[config.mk]
export PLATFORM = sky130hd
export DESIGN_NAME = rwp_top
export DESIGN_NICKNAME = d
export VERILOG_FILES = /design/src/verilog/rwp_pkg.sv /design/src/verilog/rwp_top.sv /design/src/verilog/rwp_sync.sv
export SDC_FILE = /design/constraint.sdc
export NUM_CORES = 1
export LEC_CHECK = 0
export BUFFER_PORTS_ARGS = -buffer_cell sky130_fd_sc_hd__buf_4
export CELL_PAD_IN_SITES_DETAIL_PLACEMENT = 0
export CELL_PAD_IN_SITES_GLOBAL_PLACEMENT = 1
export CORE_ASPECT_RATIO = 1.5
export CORE_MARGIN = 4
export CORE_UTILIZATION = 45
export DETAILED_ROUTE_END_ITERATION = 16
export PLACE_DENSITY_LB_ADDON = 0.25
export SETUP_SLACK_MARGIN = 0.3
export SLEW_MARGIN = 20
export SYNTH_ARGS = -nofsm -noshare
export SYNTH_HDL_FRONTEND = slang
export SYNTH_SLANG_ARGS = --single-unit
[constraint.sdc]
create_clock -name aclk -period 3.8 [get_ports aclk]
set_clock_uncertainty 0.05 [all_clocks]
set_input_delay 0.19 -clock aclk [delete_from_list [all_inputs] [get_ports aclk]]
set_output_delay 0.19 -clock aclk [all_outputs]
set_load 0.005 [all_outputs]
[src/verilog/rwp_pkg.sv]
// rwp_pkg: register map, field positions and reset values for the rtc wake pin / scratch block
// assumes a 32-bit axi4-lite register bus, one register per aligned word
package rwp_pkg;
  // ==========================================================
  // register byte offsets
  localparam logic [7:0] RWP_OFS_PMGT = 8'h00;
  localparam logic [7:0] RWP_OFS_SCR_A = 8'h04;
  localparam logic [7:0] RWP_OFS_SCR_B = 8'h08;
  localparam logic [7:0] RWP_OFS_SCR_C = 8'h0C;
  localparam logic [7:0] RWP_OFS_SCR_D = 8'h10;
  localparam logic [7:0] RWP_OFS_SRST = 8'h14;
  // ==========================================================
  // power/pin control and soft reset field positions
  localparam int RWP_BIT_CLKOUT = 0;
  localparam int RWP_BIT_REG_PD = 1;
  localparam int RWP_BIT_BANDGAP_POWERDOWN = 2;
  localparam int RWP_BIT_WAKE_DIR = 3;
  localparam int RWP_BIT_WAKE_OUT = 4;
  localparam int RWP_BIT_SRST = 15;
  localparam int RWP_BIT_WAKE_IN = 16;
  // writable bits of the power/pin control register
  localparam logic [4:0] RWP_PMGT_WMASK = 5'h1F;
  // ==========================================================
  // reset values
  localparam logic [4:0] RWP_PMGT_RESET = 5'h10;
  localparam logic [15:0] RWP_SCR_RESET = 16'h0000;
  localparam int RWP_SCR_WIDTH = 16;
  // ==========================================================
  // timing: soft reset held for three aclk cycles
  localparam int RWP_SRST_CYCLES = 3;
  // axi response codes
  localparam logic [1:0] RWP_RESP_OKAY = 2'h0;
  localparam logic [1:0] RWP_RESP_SLVERR = 2'h2;
endpackage : rwp_pkg

[src/verilog/rwp_top.sv]
// rwp_top: rtc wake pin, clock-out gate and four retained scratch words
// assumes aclk is the always-on rtc domain clock and an axi4-lite master
//
// Operation
// - wake output bit clear pulls wake pin low when the direction bit is one; set releases it
// - direction bit zero makes wake pin an input, one an output
// - input wake is active high; output is open drain, active low, pulled up
// - clock-out gate bit drives rtc clock onto its pin when set
// - scratch words keep contents while processor supply is off
// - four 16-bit scratch words read/write any value, reset to zero
// - only aresetn and the soft reset bit reset this block; the bit self-clears
`timescale 1ns/100ps
`default_nettype none
module rwp_top
  import rwp_pkg::*;
#(
  parameter int SRST_CYCLES = rwp_pkg::RWP_SRST_CYCLES
) (
  // clock and power-on reset
  input wire logic aclk,
  input wire logic aresetn,
  // axi4-lite write address and data
  input wire logic [7:0] s_axi_awaddr,
  input wire logic s_axi_awvalid,
  output logic s_axi_awready,
  input wire logic [31:0] s_axi_wdata,
  input wire logic [3:0] s_axi_wstrb,
  input wire logic s_axi_wvalid,
  output logic s_axi_wready,
  // axi4-lite write response
  output logic [1:0] s_axi_bresp,
  output logic s_axi_bvalid,
  input wire logic s_axi_bready,
  // axi4-lite read
  input wire logic [7:0] s_axi_araddr,
  input wire logic s_axi_arvalid,
  output logic s_axi_arready,
  output logic [31:0] s_axi_rdata,
  output logic [1:0] s_axi_rresp,
  output logic s_axi_rvalid,
  input wire logic s_axi_rready,
  // wake pin, split for open drain
  input wire logic wake_signal_pin_i,
  output logic wake_signal_pin_o,
  output logic wake_signal_pin_oe_n,
  // rtc clock and gated clock-out
  input wire logic rtc_clk_in,
  output logic clock_out_pin,
  // synchronised wake level for the event logic, held low in output mode
  output logic wake_event
);
  import rwp_pkg::*;

  typedef struct packed {
    logic awready;
    logic wready;
    logic [7:0] awaddr;
    logic aw_held;
    logic [31:0] wdata;
    logic [3:0] wstrb;
    logic w_held;
    logic bvalid;
    logic [1:0] bresp;
    logic arready;
    logic rvalid;
    logic [31:0] rdata;
    logic [1:0] rresp;
    logic [4:0] pmgt;
    logic [3:0][15:0] scr;
    logic [1:0] srst_cnt;
    logic srst_busy;
    logic pin_oe_n;
    logic clk_out;
    logic wake_evt;
  } rwp_top_s;

  rwp_top_s st_reg;
  rwp_top_s st_next;
  logic wake_in_sync;
  logic clk_sync;

  // ==========================================================
  // pin synchronisers; the rtc clock input is sampled, not used as a clock
  rwp_sync u_wake_sync (
    .aclk(aclk),
    .aresetn(aresetn),
    .din(wake_signal_pin_i),
    .dout(wake_in_sync)
  );
  rwp_sync u_clk_sync (
    .aclk(aclk),
    .aresetn(aresetn),
    .din(rtc_clk_in),
    .dout(clk_sync)
  );

  // scratch index from a byte offset, or 4 for none
  function automatic logic [2:0] scr_index(input logic [7:0] a);
    case (a)
      RWP_OFS_SCR_A: scr_index = 3'h0;
      RWP_OFS_SCR_B: scr_index = 3'h1;
      RWP_OFS_SCR_C: scr_index = 3'h2;
      RWP_OFS_SCR_D: scr_index = 3'h3;
      default: scr_index = 3'h4;
    endcase
  endfunction : scr_index

  // merge the low two byte lanes under strobe
  function automatic logic [15:0] merge16(input logic [15:0] old, input logic [31:0] d, input logic [3:0] s);
    merge16 = {s[1] ? d[15:8] : old[15:8], s[0] ? d[7:0] : old[7:0]};
  endfunction : merge16

  // ==========================================================
  // bus slave, register file and pin logic
  always_comb begin
    logic [2:0] idx;
    logic [15:0] m;
    idx = 3'h0;
    m = 16'h0000;
    st_next = st_reg;
    st_next.awready = 1'b0;
    st_next.wready = 1'b0;
    st_next.arready = 1'b0;
    // soft reset countdown; bus accesses are held off meanwhile
    if (st_reg.srst_busy) begin
      if (st_reg.srst_cnt == 2'(SRST_CYCLES - 1)) begin
        st_next.srst_busy = 1'b0; // self-clearing
        st_next.srst_cnt = 2'h0;
      end else begin
        st_next.srst_cnt = st_reg.srst_cnt + 2'h1;
      end
    end
    // capture address and data independently, either order
    if (s_axi_awvalid && !st_reg.aw_held && !st_reg.awready && !st_reg.srst_busy) begin
      st_next.awready = 1'b1;
      st_next.aw_held = 1'b1;
      st_next.awaddr = s_axi_awaddr;
    end
    if (s_axi_wvalid && !st_reg.w_held && !st_reg.wready && !st_reg.srst_busy) begin
      st_next.wready = 1'b1;
      st_next.w_held = 1'b1;
      st_next.wdata = s_axi_wdata;
      st_next.wstrb = s_axi_wstrb;
    end
    if (s_axi_bvalid && s_axi_bready) begin
      st_next.bvalid = 1'b0;
    end
    // write commit once both halves held and response slot free
    if (st_reg.aw_held && st_reg.w_held && !st_reg.bvalid) begin
      st_next.aw_held = 1'b0;
      st_next.w_held = 1'b0;
      st_next.bvalid = 1'b1;
      st_next.bresp = RWP_RESP_OKAY;
      idx = scr_index(st_reg.awaddr);
      if (idx != 3'h4) begin
        st_next.scr[idx[1:0]] = merge16(st_reg.scr[idx[1:0]], st_reg.wdata, st_reg.wstrb);
      end else if (st_reg.awaddr == RWP_OFS_PMGT) begin
        m = merge16({11'h000, st_reg.pmgt}, st_reg.wdata, st_reg.wstrb);
        st_next.pmgt = m[4:0] & RWP_PMGT_WMASK; // reserved bits dropped
      end else if (st_reg.awaddr == RWP_OFS_SRST) begin
        if (st_reg.wstrb[1] && st_reg.wdata[RWP_BIT_SRST]) begin
          // soft reset clears this domain only
          st_next.srst_busy = 1'b1;
          st_next.srst_cnt = 2'h0;
          st_next.pmgt = RWP_PMGT_RESET;
          st_next.scr = {4{RWP_SCR_RESET}};
        end
      end else begin
        st_next.bresp = RWP_RESP_SLVERR;
      end
    end
    // read channel
    if (s_axi_rvalid && s_axi_rready) begin
      st_next.rvalid = 1'b0;
    end
    if (s_axi_arvalid && !st_reg.arready && !st_reg.rvalid && !st_reg.srst_busy) begin
      st_next.arready = 1'b1;
      st_next.rvalid = 1'b1;
      st_next.rresp = RWP_RESP_OKAY;
      st_next.rdata = 32'h0000_0000;
      idx = scr_index(s_axi_araddr);
      if (idx != 3'h4) begin
        st_next.rdata[15:0] = st_reg.scr[idx[1:0]];
      end else if (s_axi_araddr == RWP_OFS_PMGT) begin
        st_next.rdata[4:0] = st_reg.pmgt; // bits 15..5 read zero
        st_next.rdata[RWP_BIT_WAKE_IN] = wake_in_sync; // live pin level
      end else if (s_axi_araddr == RWP_OFS_SRST) begin
        st_next.rdata[RWP_BIT_SRST] = st_reg.srst_busy;
      end else begin
        st_next.rresp = RWP_RESP_SLVERR;
      end
    end
    // open drain: enable only when output mode and data bit clear
    st_next.pin_oe_n = !(st_next.pmgt[RWP_BIT_WAKE_DIR] && !st_next.pmgt[RWP_BIT_WAKE_OUT]);
    // input mode sees active-high wake; no event in output mode
    st_next.wake_evt = !st_next.pmgt[RWP_BIT_WAKE_DIR] && wake_in_sync;
    // clock-out gated, low when disabled
    st_next.clk_out = st_next.pmgt[RWP_BIT_CLKOUT] && clk_sync;
    // bandgap and regulator power-down bits stored only, no effect
  end

  // ==========================================================
  // aresetn stands for the rtc power-on reset, never the chip pin
  always_ff @(posedge aclk) begin
    if (!aresetn) begin
      st_reg <= '0;
      st_reg.pmgt <= RWP_PMGT_RESET;
      st_reg.pin_oe_n <= 1'b1;
    end else begin
      st_reg <= st_next;
    end
  end

  assign s_axi_awready = st_reg.awready;
  assign s_axi_wready = st_reg.wready;
  assign s_axi_bvalid = st_reg.bvalid;
  assign s_axi_bresp = st_reg.bresp;
  assign s_axi_arready = st_reg.arready;
  assign s_axi_rvalid = st_reg.rvalid;
  assign s_axi_rdata = st_reg.rdata;
  assign s_axi_rresp = st_reg.rresp;
  assign wake_signal_pin_o = 1'b0; // only ever pulls low
  assign wake_signal_pin_oe_n = st_reg.pin_oe_n;
  assign clock_out_pin = st_reg.clk_out;
  assign wake_event = st_reg.wake_evt;

  // ==========================================================
  // checks
  a_pin_drive_low: assert property (@(posedge aclk) disable iff (!aresetn)
    (!st_reg.pin_oe_n) |-> (st_reg.pmgt[RWP_BIT_WAKE_DIR] && !st_reg.pmgt[RWP_BIT_WAKE_OUT]))
    else $error("wake pin driven while not commanded low");
  a_pin_input_mode: assert property (@(posedge aclk) disable iff (!aresetn)
    !st_reg.pmgt[RWP_BIT_WAKE_DIR] |-> st_reg.pin_oe_n)
    else $error("wake pin driven in input mode");
  a_wake_in_high: assert property (@(posedge aclk) disable iff (!aresetn)
    st_reg.wake_evt |-> !st_reg.pmgt[RWP_BIT_WAKE_DIR] && $past(wake_in_sync))
    else $error("wake event without high input");
  a_clkout_gate: assert property (@(posedge aclk) disable iff (!aresetn)
    !$past(st_next.pmgt[RWP_BIT_CLKOUT]) |-> !clock_out_pin)
    else $error("clock out active while gated off");
  a_scr_hold: assert property (@(posedge aclk) disable iff (!aresetn)
    (!st_reg.aw_held || !st_reg.w_held || st_reg.bvalid) |=> st_reg.scr == $past(st_reg.scr))
    else $error("scratch changed without a write");
  a_scr_store: assert property (@(posedge aclk) disable iff (!aresetn)
    (st_reg.aw_held && st_reg.w_held && !st_reg.bvalid && st_reg.awaddr == RWP_OFS_SCR_A && st_reg.wstrb == 4'hF)
    |=> st_reg.scr[0] == $past(st_reg.wdata[15:0]))
    else $error("scratch word not stored");
  a_pmgt_rsvd_zero: assert property (@(posedge aclk) disable iff (!aresetn)
    (s_axi_rvalid && $past(s_axi_araddr) == RWP_OFS_PMGT && $rose(s_axi_rvalid)) |-> s_axi_rdata[15:5] == 11'h000)
    else $error("reserved bits read nonzero");
  a_srst_clear: assert property (@(posedge aclk) disable iff (!aresetn)
    $rose(st_reg.srst_busy) |-> st_reg.srst_busy [*3] ##1 !st_reg.srst_busy)
    else $error("soft reset bit not cleared after three cycles");
  a_busy_blocks: assert property (@(posedge aclk) disable iff (!aresetn)
    st_reg.srst_busy |=> !s_axi_arready && !s_axi_awready)
    else $error("access accepted during soft reset");
endmodule : rwp_top
`default_nettype wire

[src/verilog/rwp_sync.sv]
// rwp_sync: three-stage input synchroniser with agreement filter
// assumes the input is asynchronous to aclk
`timescale 1ns/100ps
`default_nettype none
module rwp_sync (
  // clock and reset
  input wire logic aclk,
  input wire logic aresetn,
  // raw pin and filtered level
  input wire logic din,
  output logic dout
);
  typedef struct packed {
    logic s1;
    logic s2;
    logic s3;
    logic level;
  } rwp_sync_s;
  rwp_sync_s st_reg;
  rwp_sync_s st_next;
  // ==========================================================
  // stage one is read only by stage two; level moves when stages two and three agree
  always_comb begin
    st_next = st_reg;
    st_next.s1 = din;
    st_next.s2 = st_reg.s1;
    st_next.s3 = st_reg.s2;
    if (st_reg.s2 == st_reg.s3) begin
      st_next.level = st_reg.s3;
    end
  end
  always_ff @(posedge aclk) begin
    if (!aresetn) begin
      st_reg <= '0;
    end else begin
      st_reg <= st_next;
    end
  end
  assign dout = st_reg.level;
endmodule : rwp_sync
`default_nettype wire

==> run metrics <==
drt first pass iters=5; commonest cells after routing, fill and taps aside=dfxtp_1 (135), a21oi_1 (101), nand2_1 (98), buf_4 (84), o21ai_0 (72); Max Cap Violations=0; postcts setup bufs=0; ys async rst share=0%; remaining antenna violation count after routing=0; Worst Setup End Kind=register; measured slew at the worst slew-check pin=1.03 ns; cell count after synthesis=752; Tot Pwr=3560 uW; Hold WC Path Type=in2reg; Final Cycle Share=74.2%; Max clock buf depth=2; CP Buf/Inv Count=1; Synth cell types=61; CTS root buf=clkbuf_16; Largest stage delay, worst path=0.76 ns; unrepaired setup endpoints after global routing=no; Syn. warnings=0; Detailed Route WL=18,300 um; largest net degree at the start of global routing=46; EDFF count, synth=0; H-tree depth=4; DRC violations left=0; DR WL/cell=18.5 um; worst vdd ir=0.282 mV; syn_area_per_cell=8.24 sq um; Die X=104 um; hold depth=3; drt via density=5.81; Lkg Pwr=0.00284 uW; Layout Nets=873; total core area=13,500 sq um; number of port buffers=69; worst skew pair latency=0.42 ns; status=complete, no violations; CTS Sinks=135; slowest CP cell=or4b_1; die area=15,700 sq um; std cell rows=52; Area after DPL=6640 sq um; Final Hold Fails=0; # resized after CTS=0; number of flip-flops in the largest register=100; synthesized flop and latch total=135; Sum Neg Setup Slack=0 ns; Cell Chain, Critical Path=buf_4 -> or4b_1 -> nor3_1 -> nor4b_4 -> a22oi_1 -> o221ai_1; Initial Utilization=46.0%; post-route cell area=7550 sq um; Critical Path Stages=6; gr usage total=23.1%; vias in the first global route=5,367; die span in y=152 um; detailed placement HPWL=12,100 um; Yosys top cell area share=43.6%; Area Growth Syn to Fin=22.0%; Pwr per Cell Area=471 nW/um^2; Synth area leader=dfxtp_1; Arrival @ worst endpoint=3.11 ns; Max FO, Critical Path=11; Clock transition at path regs=0.06 ns; Crit path max-delay family=simple AND/OR/NAND/NOR gates; register area share after synthesis=43.6%; CTS buffer count=17; Crit Path Class=reg2reg; ANT cells=0; GP Congestion=0.875; Final Max Tran Viols=0; Max Clk Rate=355 MHz; synthesized area=6190 sq um; endpoints failing setup=0; # IOs=106; fin crit period=2.82 ns; Required @ worst endpoint=4.09 ns; vias=5,733; fraction of layout cells with a size suffix above 1=17.1%; Startpoint Class=register; main area contributors after synthesis=dfxtp_1 (44%), a21oi_1 (8.2%), nand2_1 (5.9%); initial antenna violation count=0; worst r2r path cells=6; first-pass GRT wire length=28,400 um; grt ovf=0; commonest non-fill, non-tap cell in the layout=dfxtp_1; 1st-iter DRT viols=429; Synth Flop Type=dfxtp_1; CTS tree=yes; relative slew slack=30.8%
final cells by class:
class	instances	area (sq um)
Inverter	20	75.1
Clock inverter	14	175
Tap cell	162	203
Fill cell	1262	5910
Multi-Input combinational cell	523	3010
Timing Repair Buffer	115	951
Sequential cell	135	2700
Clock buffer	18	439
kinds of logic after synthesis:
family                 count (synthesis)  share of synthesized area (%)
AO/OA/AOI/OAI                        270                           26.5
XOR/XNOR                               2                          0.283
buffers and inverters                111                           9.19
flip-flops                           135                           43.6
multiplexers                           8                           1.33
other                                  1                         0.0605
AND/OR/NAND/NOR                      225                           19.0
per-layer routing:
layer | track usage (%) | vias up | routed length [um]
li1 | - | 2756 | -
met1 | 26.7 | 2732 | 7420
met2 | 42.0 | 200 | 9310
met3 | 3.52 | 45 | 971
met4 | 11.0 | 0 | 592
met5 | 0 | - | 0
report_power, final:
part	internal, uW	switching, uW
Sequential	1450	39.4
Clock	1050	648
Combinational	157	216
Total	2660	903
synth_stat cells (3+ instances only):
master	n
a211o_1	11
a21o_1	5
a21oi_1	102
a22oi_1	18
a32o_1	3
and2_1	11
and3_1	4
buf_2	9
buf_4	37
clkbuf_1	41
dfxtp_1	135
inv_1	19
mux2i_1	6
nand2_1	98
nand2b_1	9
nand3_1	5
nand3b_1	4
nor2_1	33
nor2b_1	12
nor3_1	15
nor4b_1	3
o21ai_0	72
o21ai_1	5
o221ai_1	15
o22a_1	10
o22ai_1	13
or3_1	3
or3b_2	9
or4_1	3
what timing repair did:
action / in CTS / in global routing
endpoints found under the hold margin: 30 / 0
hold buffers: 30 / 0
setup endpoints to repair: 0 / 0
stage by stage:
step	setup slack [ns]	instances	utilization, %	hold WS (ns)
after floorplan	1.67	769	-	0.267
after global placement	1.10	925	49.3	0.352
after detailed placement	1.07	925	49.3	0.352
after CTS	1.05	987	56.1	0.0184
after global routing	0.892	987	56.1	0.0611
final	0.980	987	56.1	0.0267
worst register-to-register path, cell delays in order (launching register included):
cell	delay (ns)
dfxtp_1	0.30
buf_4	0.17
or4b_1	0.76
nor3_1	0.47
nor4b_4	0.58
a22oi_1	0.18
o221ai_1	0.23
path summary, 6_finish.rpt:
kind | startpoint | to | slack, ns
max | st_reg[3]$_SDFF_PN0_ | s_axi_rdata[0]$_SDFFE_PN0P_ | 0.98
min reg2reg | u_wake_sync.st_next[2]$_SDFF_PN0_ | u_wake_sync.st_next[1]$_SDFF_PN0_ | 0.39
max reg2reg | st_reg[3]$_SDFF_PN0_ | s_axi_rdata[0]$_SDFFE_PN0P_ | 0.98
min | s_axi_araddr[1] | s_axi_rresp[1]$_SDFFE_PN0P_ | 0.03
Power figures use the tool's default switching activity.
